File: config.mk
export PLATFORM = sky130hd
export DESIGN_NAME = ata_idle_timing_report
export DESIGN_NICKNAME = d
export VERILOG_FILES = /design/src/rtl/aitr_pkg.sv /design/src/rtl/aitr_tick_if.sv /design/src/rtl/aitr_mode_field.sv /design/src/rtl/aitr_tick_timer.sv /design/src/rtl/ata_idle_timing_report.sv
export SDC_FILE = /design/constraint.sdc
export NUM_CORES = 1
export LEC_CHECK = 0
export ABC_CLOCK_PERIOD_IN_PS = 4400
export BUFFER_PORTS_ARGS = -buffer_cell sky130_fd_sc_hd__buf_4
export CELL_PAD_IN_SITES_DETAIL_PLACEMENT = 1
export CELL_PAD_IN_SITES_GLOBAL_PLACEMENT = 2
export CORE_UTILIZATION = 35
export CTS_CLUSTER_DIAMETER = 100
export DETAILED_ROUTE_END_ITERATION = 16
export HOLD_SLACK_MARGIN = 0.15
export PLACE_DENSITY_LB_ADDON = 0.1
export SLEW_MARGIN = 40
export SYNTH_ARGS = -nofsm -noshare
export SYNTH_HDL_FRONTEND = slang
export SYNTH_HIERARCHICAL = 1
export SYNTH_SLANG_ARGS = --single-unit
File: constraint.sdc
create_clock -name sys_clk -period 4.4 [get_ports sys_clk]
set_clock_uncertainty 0.05 [all_clocks]
set_input_delay 0.22 -clock sys_clk [delete_from_list [all_inputs] [get_ports sys_clk]]
set_output_delay 0.22 -clock sys_clk [all_outputs]
set_load 0.03 [all_outputs]
File: src/rtl/aitr_pkg.sv
// Constants, types and command codes of the idle and timing-report block.
// Assumes a single 20 MHz clock and a synchronous active-high reset.
package aitr_pkg;

  // ----------------------------------------------------------------
  // Command codes
  // ----------------------------------------------------------------
  localparam logic [7:0] OP_IDLE_A = 8'h97;
  localparam logic [7:0] OP_IDLE_B = 8'hE3;
  localparam logic [7:0] OP_IDLE_IMM_A = 8'h95;
  localparam logic [7:0] OP_IDLE_IMM_B = 8'hE1;
  localparam logic [7:0] OP_INIT_PARAMS = 8'h91;

  // ----------------------------------------------------------------
  // Field positions and legal maxima
  // ----------------------------------------------------------------
  localparam int FLD_LO0 = 0;
  localparam int FLD_LO1 = 3;
  localparam int FLD_LO2 = 6;
  localparam int FLD_LO3 = 9;
  localparam int FLD_LO4 = 12;
  localparam int W164_VALID_BIT = 15;
  localparam logic [2:0] MAX_ADV_MODE = 3'h2;
  localparam logic [2:0] MAX_CYCLE_MODE = 3'h3;
  localparam logic [2:0] MAX_UDMA_MODE = 3'h6;
  localparam logic [3:0] W163_RESERVED = 4'h0;

  // ----------------------------------------------------------------
  // Timing
  // ----------------------------------------------------------------
  localparam int CLK_PERIOD_NS = 50;
  localparam int PD_UNIT_NS = 5000000;
  localparam int PD_UNIT_CYCLES = PD_UNIT_NS / CLK_PERIOD_NS;
  localparam int DEF_SLEEP_MS = 20;
  localparam int PD_UNIT_MS = 5;
  localparam logic [7:0] DEF_SLEEP_TICKS = 8'(DEF_SLEEP_MS / PD_UNIT_MS);
  localparam int TIMER_W = 20;

  // ----------------------------------------------------------------
  // Reset values and states
  // ----------------------------------------------------------------
  localparam logic [7:0] SPT_RESET = 8'h00;
  localparam logic [4:0] HEADS_RESET = 5'h01;

  typedef enum logic [1:0] {
    CMD_READY = 2'b00,
    CMD_BUSY = 2'b01,
    CMD_DONE = 2'b10
  } aitr_cmd_e;

  typedef enum logic [1:0] {
    PM_ACTIVE = 2'b00,
    PM_IDLE = 2'b01,
    PM_SLEEP = 2'b10
  } aitr_pm_e;

endpackage : aitr_pkg

File: src/rtl/aitr_tick_if.sv
// Restart and tick between the power-down time base and its user.
// Assumes both ends share sys_clk.
`timescale 1ns/1ps
`default_nettype none
interface aitr_tick_if;
  logic restart;
  logic tick;
  modport timer (input restart, output tick);
  modport user (output restart, input tick);
endinterface : aitr_tick_if
`default_nettype wire

File: src/rtl/aitr_mode_field.sv
// One three-bit mode field, forced to zero when its code is reserved.
// Assumes a static legal maximum per field.
`timescale 1ns/1ps
`default_nettype none
module aitr_mode_field #(
  parameter logic [2:0] MAXV = 3'h2
) (
  input wire logic [2:0] rawMode,
  output logic [2:0] cleanMode
);
  // Reserved codes would mislead the host; report the safe default
  assign cleanMode = (rawMode > MAXV) ? 3'h0 : rawMode;
endmodule : aitr_mode_field
`default_nettype wire

File: src/rtl/aitr_tick_timer.sv
// Free-running time base giving one tick per period, restartable.
// Assumes restart is a one-cycle pulse from the command logic.
`timescale 1ns/1ps
`default_nettype none
module aitr_tick_timer #(
  parameter int unsigned PERIOD = 100000
) (
  input wire logic sys_clk,
  input wire logic sys_rst,
  aitr_tick_if.timer tb
);
  logic [aitr_pkg::TIMER_W-1:0] cnt_r;
  logic tick_r;
  wire atEnd = (cnt_r == aitr_pkg::TIMER_W'(PERIOD - 1));

  always_ff @(posedge sys_clk) begin
    if (sys_rst || tb.restart || atEnd) begin
      cnt_r <= '0;
    end else begin
      cnt_r <= cnt_r + aitr_pkg::TIMER_W'(1);
    end
  end

  always_ff @(posedge sys_clk) begin
    if (sys_rst) begin
      tick_r <= 1'b0;
    end else begin
      tick_r <= atEnd && !tb.restart;
    end
  end

  assign tb.tick = tick_r;
endmodule : aitr_tick_timer
`default_nettype wire

File: src/rtl/ata_idle_timing_report.sv
// Identify words 163/164 and the Idle, Idle Immediate and Initialize
// Drive Parameters commands. Assumes task-file values are stable with
// cmdValid, a one-cycle pulse, all synchronous to sys_clk.
`timescale 1ns/1ps
`default_nettype none
module ata_idle_timing_report #(
  parameter int unsigned PD_UNIT_CYC = aitr_pkg::PD_UNIT_CYCLES
) (
  input wire logic sys_clk,
  input wire logic sys_rst,
  input wire logic cmdValid,
  input wire logic [7:0] cmdCode,
  input wire logic [7:0] secCount,
  input wire logic [7:0] drvHead,
  input wire logic [2:0] advPioSup,
  input wire logic [2:0] advMdmaSup,
  input wire logic [2:0] advPioSel,
  input wire logic [2:0] advMdmaSel,
  input wire logic [2:0] ioCycleSup,
  input wire logic [2:0] memCycleSup,
  input wire logic [2:0] ioUdmaSup,
  input wire logic [2:0] memUdmaSup,
  input wire logic [2:0] udmaSel,
  input wire logic advModesOk,
  output logic [15:0] identWord163,
  output logic [15:0] identWord164,
  output logic busy,
  output logic intrq,
  output logic idleMode,
  output logic sleeping,
  output logic autoPdEn,
  output logic [7:0] pdLimit,
  output logic [7:0] secPerTrack,
  output logic [4:0] headsPerCyl
);

  // ----------------------------------------------------------------
  // Identify fields
  // ----------------------------------------------------------------
  logic [2:0] fPioSup, fMdmaSup, fPioSel, fMdmaSel;
  logic [2:0] fIoCyc, fMemCyc, fIoUdma, fMemUdma, fUdmaSel;
  logic [15:0] word163_r, word164_r;

  aitr_mode_field #(.MAXV(aitr_pkg::MAX_ADV_MODE)) u_pioSup (
    .rawMode(advPioSup), .cleanMode(fPioSup));
  aitr_mode_field #(.MAXV(aitr_pkg::MAX_ADV_MODE)) u_mdmaSup (
    .rawMode(advMdmaSup), .cleanMode(fMdmaSup));
  aitr_mode_field #(.MAXV(aitr_pkg::MAX_ADV_MODE)) u_pioSel (
    .rawMode(advPioSel), .cleanMode(fPioSel));
  aitr_mode_field #(.MAXV(aitr_pkg::MAX_ADV_MODE)) u_mdmaSel (
    .rawMode(advMdmaSel), .cleanMode(fMdmaSel));
  aitr_mode_field #(.MAXV(aitr_pkg::MAX_CYCLE_MODE)) u_ioCyc (
    .rawMode(ioCycleSup), .cleanMode(fIoCyc));
  aitr_mode_field #(.MAXV(aitr_pkg::MAX_CYCLE_MODE)) u_memCyc (
    .rawMode(memCycleSup), .cleanMode(fMemCyc));
  aitr_mode_field #(.MAXV(aitr_pkg::MAX_UDMA_MODE)) u_ioUdma (
    .rawMode(ioUdmaSup), .cleanMode(fIoUdma));
  aitr_mode_field #(.MAXV(aitr_pkg::MAX_UDMA_MODE)) u_memUdma (
    .rawMode(memUdmaSup), .cleanMode(fMemUdma));
  aitr_mode_field #(.MAXV(aitr_pkg::MAX_UDMA_MODE)) u_udmaSel (
    .rawMode(udmaSel), .cleanMode(fUdmaSel));

  // UDMA maxima mean nothing without the valid bit, so they read zero then
  wire [2:0] ioUdmaRep = advModesOk ? fIoUdma : 3'h0;
  wire [2:0] memUdmaRep = advModesOk ? fMemUdma : 3'h0;
  wire [15:0] word163_nxt = {aitr_pkg::W163_RESERVED, fMdmaSel, fPioSel,
                             fMdmaSup, fPioSup};
  wire [15:0] word164_nxt = {advModesOk, fUdmaSel, memUdmaRep, ioUdmaRep,
                             fMemCyc, fIoCyc};

  always_ff @(posedge sys_clk) begin
    if (sys_rst) begin
      word163_r <= 16'h0000;
      word164_r <= 16'h0000;
    end else begin
      word163_r <= word163_nxt;
      word164_r <= word164_nxt;
    end
  end

  // ----------------------------------------------------------------
  // Command decode
  // ----------------------------------------------------------------
  aitr_pkg::aitr_cmd_e cmdState_r;
  logic [7:0] opCode_r;
  logic [7:0] opCount_r;
  logic [3:0] opHeads_r;

  wire isIdle = (cmdCode == aitr_pkg::OP_IDLE_A) || (cmdCode == aitr_pkg::OP_IDLE_B);
  wire isIdleImm = (cmdCode == aitr_pkg::OP_IDLE_IMM_A) ||
                   (cmdCode == aitr_pkg::OP_IDLE_IMM_B);
  wire isInit = (cmdCode == aitr_pkg::OP_INIT_PARAMS);
  wire known = isIdle || isIdleImm || isInit;
  wire accept = cmdValid && known && (cmdState_r == aitr_pkg::CMD_READY);
  wire execIdle = (cmdState_r == aitr_pkg::CMD_BUSY) &&
                  ((opCode_r == aitr_pkg::OP_IDLE_A) || (opCode_r == aitr_pkg::OP_IDLE_B));
  wire execIdleImm = (cmdState_r == aitr_pkg::CMD_BUSY) &&
                     ((opCode_r == aitr_pkg::OP_IDLE_IMM_A) ||
                      (opCode_r == aitr_pkg::OP_IDLE_IMM_B));
  wire execInit = (cmdState_r == aitr_pkg::CMD_BUSY) &&
                  (opCode_r == aitr_pkg::OP_INIT_PARAMS);

  always_ff @(posedge sys_clk) begin
    if (sys_rst) begin
      opCode_r <= 8'h00;
      opCount_r <= 8'h00;
      opHeads_r <= 4'h0;
    end else if (accept) begin
      opCode_r <= cmdCode;
      opCount_r <= secCount;
      opHeads_r <= drvHead[3:0];
    end
  end

  // ----------------------------------------------------------------
  // Command sequencer: busy, execute, release busy with interrupt
  // ----------------------------------------------------------------
  aitr_pkg::aitr_cmd_e cmdState_nxt;
  always_comb begin
    case (cmdState_r)
      aitr_pkg::CMD_READY: cmdState_nxt = accept ? aitr_pkg::CMD_BUSY : aitr_pkg::CMD_READY;
      aitr_pkg::CMD_BUSY: cmdState_nxt = aitr_pkg::CMD_DONE;
      aitr_pkg::CMD_DONE: cmdState_nxt = aitr_pkg::CMD_READY;
      default: cmdState_nxt = aitr_pkg::CMD_READY;
    endcase
  end

  logic busy_r, intrq_r;
  always_ff @(posedge sys_clk) begin
    if (sys_rst) begin
      cmdState_r <= aitr_pkg::CMD_READY;
      busy_r <= 1'b0;
      intrq_r <= 1'b0;
    end else begin
      cmdState_r <= cmdState_nxt;
      busy_r <= (cmdState_nxt == aitr_pkg::CMD_BUSY);
      intrq_r <= (cmdState_nxt == aitr_pkg::CMD_DONE);
    end
  end

  // ----------------------------------------------------------------
  // Drive geometry
  // ----------------------------------------------------------------
  logic [7:0] spt_r;
  logic [4:0] heads_r;
  always_ff @(posedge sys_clk) begin
    if (sys_rst) begin
      spt_r <= aitr_pkg::SPT_RESET;
      heads_r <= aitr_pkg::HEADS_RESET;
    end else if (execInit) begin
      spt_r <= opCount_r;
      heads_r <= {1'b0, opHeads_r} + 5'h01;
    end
  end

  // ----------------------------------------------------------------
  // Power management
  // ----------------------------------------------------------------
  aitr_tick_if tickBus ();
  aitr_tick_timer #(.PERIOD(PD_UNIT_CYC)) u_timer (
    .sys_clk(sys_clk),
    .sys_rst(sys_rst),
    .tb(tickBus)
  );
  assign tickBus.restart = cmdValid;

  aitr_pkg::aitr_pm_e pmState_r;
  logic idleSeen_r, autoPd_r;
  logic [7:0] limit_r;
  logic [7:0] idleTicks_r;

  // Before any Idle the fixed 20 ms applies, afterwards the host's choice
  wire [7:0] target = idleSeen_r ? limit_r : aitr_pkg::DEF_SLEEP_TICKS;
  wire armed = !idleSeen_r || autoPd_r;
  wire [8:0] ticksAfter = {1'b0, idleTicks_r} + 9'h001;
  wire expire = tickBus.tick && armed && (ticksAfter >= {1'b0, target}) &&
                (cmdState_r == aitr_pkg::CMD_READY) && !cmdValid;

  always_ff @(posedge sys_clk) begin
    if (sys_rst || cmdValid) begin
      idleTicks_r <= 8'h00;
    end else if (tickBus.tick && idleTicks_r != 8'hFF) begin
      idleTicks_r <= idleTicks_r + 8'h01;
    end
  end

  always_ff @(posedge sys_clk) begin
    if (sys_rst) begin
      idleSeen_r <= 1'b0;
      autoPd_r <= 1'b0;
      limit_r <= 8'h00;
    end else if (execIdle) begin
      idleSeen_r <= 1'b1;
      autoPd_r <= (opCount_r != 8'h00);
      limit_r <= opCount_r;
    end
  end

  aitr_pkg::aitr_pm_e pmState_nxt;
  always_comb begin
    case (pmState_r)
      aitr_pkg::PM_ACTIVE, aitr_pkg::PM_IDLE: begin
        if (execIdle || execIdleImm) begin
          pmState_nxt = aitr_pkg::PM_IDLE;
        end else if (expire) begin
          pmState_nxt = aitr_pkg::PM_SLEEP;
        end else begin
          pmState_nxt = pmState_r;
        end
      end
      aitr_pkg::PM_SLEEP: pmState_nxt = cmdValid ? aitr_pkg::PM_ACTIVE : aitr_pkg::PM_SLEEP;
      default: pmState_nxt = aitr_pkg::PM_ACTIVE;
    endcase
  end

  // Power outputs come from their own flops, not from a state decode
  logic idleMode_r, sleeping_r;
  always_ff @(posedge sys_clk) begin
    if (sys_rst) begin
      pmState_r <= aitr_pkg::PM_ACTIVE;
      idleMode_r <= 1'b0;
      sleeping_r <= 1'b0;
    end else begin
      pmState_r <= pmState_nxt;
      idleMode_r <= (pmState_nxt == aitr_pkg::PM_IDLE);
      sleeping_r <= (pmState_nxt == aitr_pkg::PM_SLEEP);
    end
  end

  // ----------------------------------------------------------------
  // Outputs
  // ----------------------------------------------------------------
  assign identWord163 = word163_r;
  assign identWord164 = word164_r;
  assign busy = busy_r;
  assign intrq = intrq_r;
  assign idleMode = idleMode_r;
  assign sleeping = sleeping_r;
  assign autoPdEn = autoPd_r;
  assign pdLimit = limit_r;
  assign secPerTrack = spt_r;
  assign headsPerCyl = heads_r;
endmodule : ata_idle_timing_report
`default_nettype wire

After elaboration in Yosys (flattened, before gate mapping)
Cells that the tools add are included.
Widths: inputs -> output; s select.
- divide/modulo/power cells: 0
- bitwise gates (word level): 1
- multipliers: 0
- reduce and logical (&&, ||, !) cells: 36
- shift operators: 0
- order comparisons: 10
- eq/ne operators: 19
- $add $sub $neg: 4
- mux-type cells: 7
- operator list (operator ; count):
    $eq 8x8->1 const B ; 10
    $add 20x1->20 const B ; 1
    $eq 20x17->1 const B ; 1
    $gt 3x2->1 const B ; 6
    $reduce_or 2->1 ; 8
    $logic_and 1x1->1 ; 11
    $logic_or 1x1->1 ; 10
    $add 8x1->9 const B ; 1
    $ge 9x8->1 ; 1
    $gt 3x3->1 const B ; 3
    $add 8x1->8 const B ; 1
    $eq 2x1->1 const B ; 4
    $mux 8 ; 1
    $ne 8x8->1 const B ; 1
    $pmux 2 s2 ; 2
    $reduce_bool 8->1 ; 1
    $eq 2x2->1 const B ; 3
    $mux 2 ; 3
    $reduce_or 3->1 ; 2
    $add 4x1->5 const B ; 1
    $logic_not 2->1 ; 2
    $logic_not 1->1 ; 2
    $mux 1 ; 1
    $not 1->1 ; 1
- latch bits: 0
- ROM bits: 0
- output and inout port bits: 58
- input bits: 55
- memories kept: 0
- logic and storage cells: 105
- RAM bits: 0
- flip-flop bits (word level): 112

Logic depth before layout (Yosys ltp)
- depth after elaboration: 10
- gate-level depth with buffers: 9
- depth with buffers taken out: 9

Modules after synthesis
Netlist, hierarchy kept.
- by module, submodules not included (module ; times used ; cells each ; area an instance (um2) ; seq. area each (um2)):
    ata_idle_timing_report ; 1 ; 340 ; 3415.8 ; 1721.7
    aitr_tick_timer ; 1 ; 109 ; 967.2 ; 420.4
    aitr_mode_field (u_mdmaSel ...) ; 4 ; 4 ; 26.3 ; 0.0
    aitr_mode_field (u_ioUdma ...) ; 3 ; 3 ; 22.5 ; 0.0
    aitr_mode_field (u_ioCyc ...) ; 2 ; 4 ; 23.8 ; 0.0

Worst setup path after synthesis
Ideal clock, no wire load.
- kind: register to register
- from: reg idleTicks_r[0]
- to: reg pmState_r[1]
- clock period less this slack: 2486 ps
- data arrival time: 2314 ps
- data required time: 4227 ps
- stages on the path, launching flop included: 10
- slack: 1914 ps
- setup time: 123 ps
- path buffers: 0
- cell sequence: dfxtp_1 > ha_1 > and3_1 > nand3_1 > xnor2_1 > ha_1 > and3_1 > a221oi_2 > o21ai_0 > a311o_2
- longest elaborated chain between the ends: 8
- ends and longest elaborated chain (item ; RTL line ; RTL):
    from (decl) ; ata_idle_timing_report.sv:170 ; logic [7:0] idleTicks_r;
    from (signal assigned) ; ata_idle_timing_report.sv:183 ; idleTicks_r <= idleTicks_r + 8'h01;
    $add 8x1->9 ; ata_idle_timing_report.sv:175 ; wire [8:0] ticksAfter = {1'b0, idleTicks_r} + 9'h001;
    named net ticksAfter[6] ; ata_idle_timing_report.sv:175 ;
    $ge 9x8->1 ; ata_idle_timing_report.sv:176 ; wire expire = tickBus.tick && armed && (ticksAfter >= {1'b0, target}) &&
    $logic_and 1x1->1 (2 in a row) ; ata_idle_timing_report.sv:176 ;
    $logic_and 1x1->1 ; ata_idle_timing_report.sv:177 ; (cmdState_r == aitr_pkg::CMD_READY) && !cmdValid;
    $mux 2 ; ata_idle_timing_report.sv:205 ; end else if (expire) begin
    $mux 2 ; ata_idle_timing_report.sv:203 ; if (execIdle || execIdleImm) begin
    $pmux 2 s2 ; ata_idle_timing_report.sv:201 ; case (pmState_r)
    to (signal assigned) ; ata_idle_timing_report.sv:220 ; pmState_r <= aitr_pkg::PM_ACTIVE;
    to (signal assigned) ; ata_idle_timing_report.sv:224 ; pmState_r <= pmState_nxt;
    to (decl) ; ata_idle_timing_report.sv:167 ; aitr_pkg::aitr_pm_e pmState_r;
The timed path passes the listed nets, and every way through them passes these cells.
A chain may end at the register's enable or synchronous reset.

Worst setup path after layout
- from: reg idleTicks_r[0]
- to: reg sleeping_r (netlist: sleeping)
- longest elaborated chain between the ends: 9
- ends and longest elaborated chain (item ; RTL line ; RTL):
    $add 8x1->9 ; ata_idle_timing_report.sv:175 ;
    named net ticksAfter[6] ; ata_idle_timing_report.sv:175 ;
    $ge 9x8->1 ; ata_idle_timing_report.sv:176 ;
    $logic_and 1x1->1 (2 in a row) ; ata_idle_timing_report.sv:176 ;
    $logic_and 1x1->1 ; ata_idle_timing_report.sv:177 ;
    $mux 2 ; ata_idle_timing_report.sv:205 ;
    $mux 2 ; ata_idle_timing_report.sv:203 ;
    $pmux 2 s2 ; ata_idle_timing_report.sv:201 ;
    $eq 2x2->1 ; ata_idle_timing_report.sv:226 ; sleeping_r <= (pmState_nxt == aitr_pkg::PM_SLEEP);
    to (signal assigned) ; ata_idle_timing_report.sv:226 ;
    to (decl) ; ata_idle_timing_report.sv:217 ; logic idleMode_r, sleeping_r;
The timed path passes the listed nets, and every way through them passes these cells.

==> impl_results.md <==
* RSZ-0062 raised after global routing: no
* Area of the multi-input gates at approximately 0.0023 mm2
* Ports at between 100 and 150
* Period utilization at a little over three fifths
* Final hold slack at between 0.15 and 0.2 ns
* Clock slew at reported path FFs at 0.07 ns
* Main synth FF type: dfxtp_1
* Total Routing Usage GR at between 10% and 20%
* Count of final setup violators at 0
* Status: finished, final reports clean
* Combinational power share at 8.0%
* Register area share after synthesis at between 40% and 50%
* Clk pwr share at a little over two fifths
* Final non-filler cell total at approximately 800
* Die Width at about 120 um
* Ranking of synthesized cells by area: dfxtp_1 (47%), mux2i_1 (7.8%), nor2_1 (4.1%), nor2b_1 (3.7%), nand2_1 (3.6%)
* Vias in the first global route at between 3000 and 4000
* Starting density of the core at a little over a third
* Fin nets at 685
* Antenna cell count at 0
* Drt pass-1 iters at 4
* Largest net degree at the start of global routing at 54
* Post-CTS resize count at 0
* Initial antenna violation count at 0
* FILL cells at around 1500
* Detailed Route Iter0 Violations at 149
* Die area at approximately 0.014 mm2
* Num rows at 41
* Distinct cells, synth at 60
* Hold path start: ioCycleSup[1]
* First-pass GRT wire length at between 15 and 20 mm
* Fmax at 359.1 MHz
* Nature of the critical path endpoint: flip-flop
* TritonCTS clock tree: yes
* Top cells by count, synth: dfxtp_1 (107), nor2_1 (50), nand2_1 (44)
* CTS Hold Bufs at 46
* DIE HEIGHT at 116.7 um
* FF/Latch Area at 0.002142 mm2
* Worst Setup Path Type: flip-flop to flip-flop
* Synth area leader: dfxtp_1
* Core ar. at ~0.013 mm2
* Vias/cell at ~4.8
* Fraction of layout cells with a size suffix above 1 at 23.40%
* Routed wire per std cell at between 10 and 15 um
* Synth Cell Area at ~0.0046 mm2
* Req. time, crit path at 4.59 ns
* Longest Clk Path Bufs at 2
* GRT overflow at 0
* Placed cells at ~730
* Routed vias at 3814
* R2R setup slack at between 1.5 and 2 ns
* Synth async-reset ratio at 0%
* Syn. warnings at 6
* Critical-path cell list: ha_1 -> and3_1 -> nand3_1 -> xnor2_1 -> ha_1 -> and3_1 -> a221oi_2 -> o21ai_0 -> a311o_2
* Final min period at 2.785 ns
* Slowest stage delay, CP at 0.44 ns
* Cell Pwr Density at between 300 and 400 mW/mm2
* Most frequent cell after synthesis: dfxtp_1
* Min-delay worst type: primary input to flip-flop
* Sw Ratio at about 22%
* Dpl ws at between 1.5 and 2 ns
* # port buffers at approximately 100
* Post-Syn Area per Cell at 9.550 um2
* Worst Reg-to-Reg Cells at 9
* Hold path endpoint: identWord164[1]$_SDFF_PP0_
* Slowest-stage cell, CP: a311o_2
* HPWL Detailed at approximately 7.9 mm
* Post-Syn Instances at just under 500
* Drc violations at 0
* Cell internal pwr at roughly 1.6 mW
* Post-synth EDFFs at 0
* Worst VDD drop at about 0.22 mV
* Syn-to-layout area delta at 35.47%
* Reg2reg end: sleeping$_SDFF_PP0_
* Clock sinks at between 100 and 150
* Worst-margin pin slew at between 0.7 and 0.8 ns
* Critical path data arrival time at a little under 3 ns
* Yosys top cell area share at 46.53%
* Routed WL at 11.30 mm
* Leak at approximately 2.8 nW
* Crit Path Max Fanout at 5
* FF+latch count, synth at approximately 110
* GPL Wtd Cong at 0.7399
* Max cap viols at 0
* Element type at the critical path start: flip-flop
* CTS H-tree depth at 3
* Relative slew slack at between 50% and 60%
* Num CTS Buffers at 9
* Setup TNS at 0 ns
* Hold depth at 3
* Root Buffer: clkbuf_16
* Count of final max-slew check failures at 0
* Post-CTS setup repair buffer count at 0
* Worst-Skew Late Latency at 0.35 ns
* Sequential power share at between 40% and 50%
* RR Startpoint: idleTicks_r[0]$_SDFFE_PP0P_
* Final hold violation count at 0
* NetSw at 0.4476 mW
* Post-route worst setup slack at between 1.5 and 2 ns
* Routed Antenna Nets at 0
## how the worst max path moves through the flow
stage                                 from                       to  slack, ns  cells after the start
2_1_floorplan  idleTicks_r[0]$_SDFFE_PP0P_  pmState_r[1]$_SDFF_PP0_       1.91                      9
6_report       idleTicks_r[0]$_SDFFE_PP0P_      sleeping$_SDFF_PP0_       1.61                      9
3_3_place_gp   idleTicks_r[0]$_SDFFE_PP0P_      sleeping$_SDFF_PP0_       1.66                      9
3_5_place_dp   idleTicks_r[0]$_SDFFE_PP0P_      sleeping$_SDFF_PP0_       1.61                      9
4_1_cts        idleTicks_r[0]$_SDFFE_PP0P_      sleeping$_SDFF_PP0_       1.59                      9
5_1_grt        idleTicks_r[0]$_SDFFE_PP0P_      sleeping$_SDFF_PP0_       1.40                      9
## flip-flops by register name (all words and copies together), names as in the netlist
signal and count:
pdLimit 8, pmState_r 2, busy 1, identWord164 16, autoPdEn 1, idleTicks_r 8, opHeads_r 4, identWord163 12
headsPerCyl 5, idleSeen_r 1, opCode_r 8, u_timer/tb.tick 1, u_timer/cnt_r 20, opCount_r 8, idleMode 1, sleeping 1
secPerTrack 8, cmdState_r 2
## cell type report
cell class              instances  area share, %
multi-input cells             342          36.50
flip-flops and latches        107          34.35
repair buffers                152          20.18
clock buffers                   9          3.612
well taps                     172          3.451
clock inverters                 7          1.485
inverters                       7         0.4213
## critical path: cells and delay by family, from the launching register on
kind            cells  cell delay (ns)
compound gates      3             0.92
flops               1             0.41
fa+ha+maj           2             0.52
simple gates        3             0.56
xor+xnor            1             0.21
## routing by layer
metal	wire, um	global-route usage, %	share of wire, %	vias up
li1	-	-	-	1906
met1	4970	21.01	44	1838
met5	0	0	0	-
met4	130	5.316	1.2	0
met3	385	4.255	3.4	10
met2	5813	30.61	51	60
## per-stage QoR
step,utilization (%),instance area (um2),power (mW)
after floorplan,-,4614,1.078
after global placement,42.82,5448,1.133
after detailed placement,42.82,5448,1.136
after CTS,48.94,6226,2.039
after global routing,49.02,6236,2.088
final,49.02,6236,2.010
## cells in the final DEF (no fill, tap or decap), types with 7 or more instances in the layout
cell type and n:
ha_1 11, a21oi_1 12, nand2_1 44, nor2b_1 27
and3_1 7, xnor2_1 10, dlygate4sd3_1 47, xor2_1 13
nand3_1 13, conb_1 10, and2_1 8, dfxtp_1 107
clkbuf_16 9, nor3b_1 9, a21boi_0 9, nor2_1 50
mux2i_1 36, buf_4 105, o21ai_0 7
## kinds of logic (layout without fill, tap and decap cells)
logic type,after synthesis,in the layout,synth area share [%]
other,7,10,0.5709
DFF,107,107,46.53
xor gates and xnor gates,23,23,4.376
adders and majority gates,11,11,2.990
buffers and inverters,36,175,4.267
AOI/OAI and AO/OA,58,58,9.214
and+or+nand+nor,204,204,24.22
muxes,36,36,7.828
## power by group through the flow
stage               Combinational (mW)  Clock (mW)  Sequential, mW
CTS                              0.161       0.894           0.984
global placement                 0.126           0            1.01
detailed placement               0.129           0            1.01
global route                     0.175       0.927           0.985
floorplan                       0.0501           0            1.03
finish                           0.161       0.864           0.984
No activity file was read; power rests on OpenSTA's default activity.
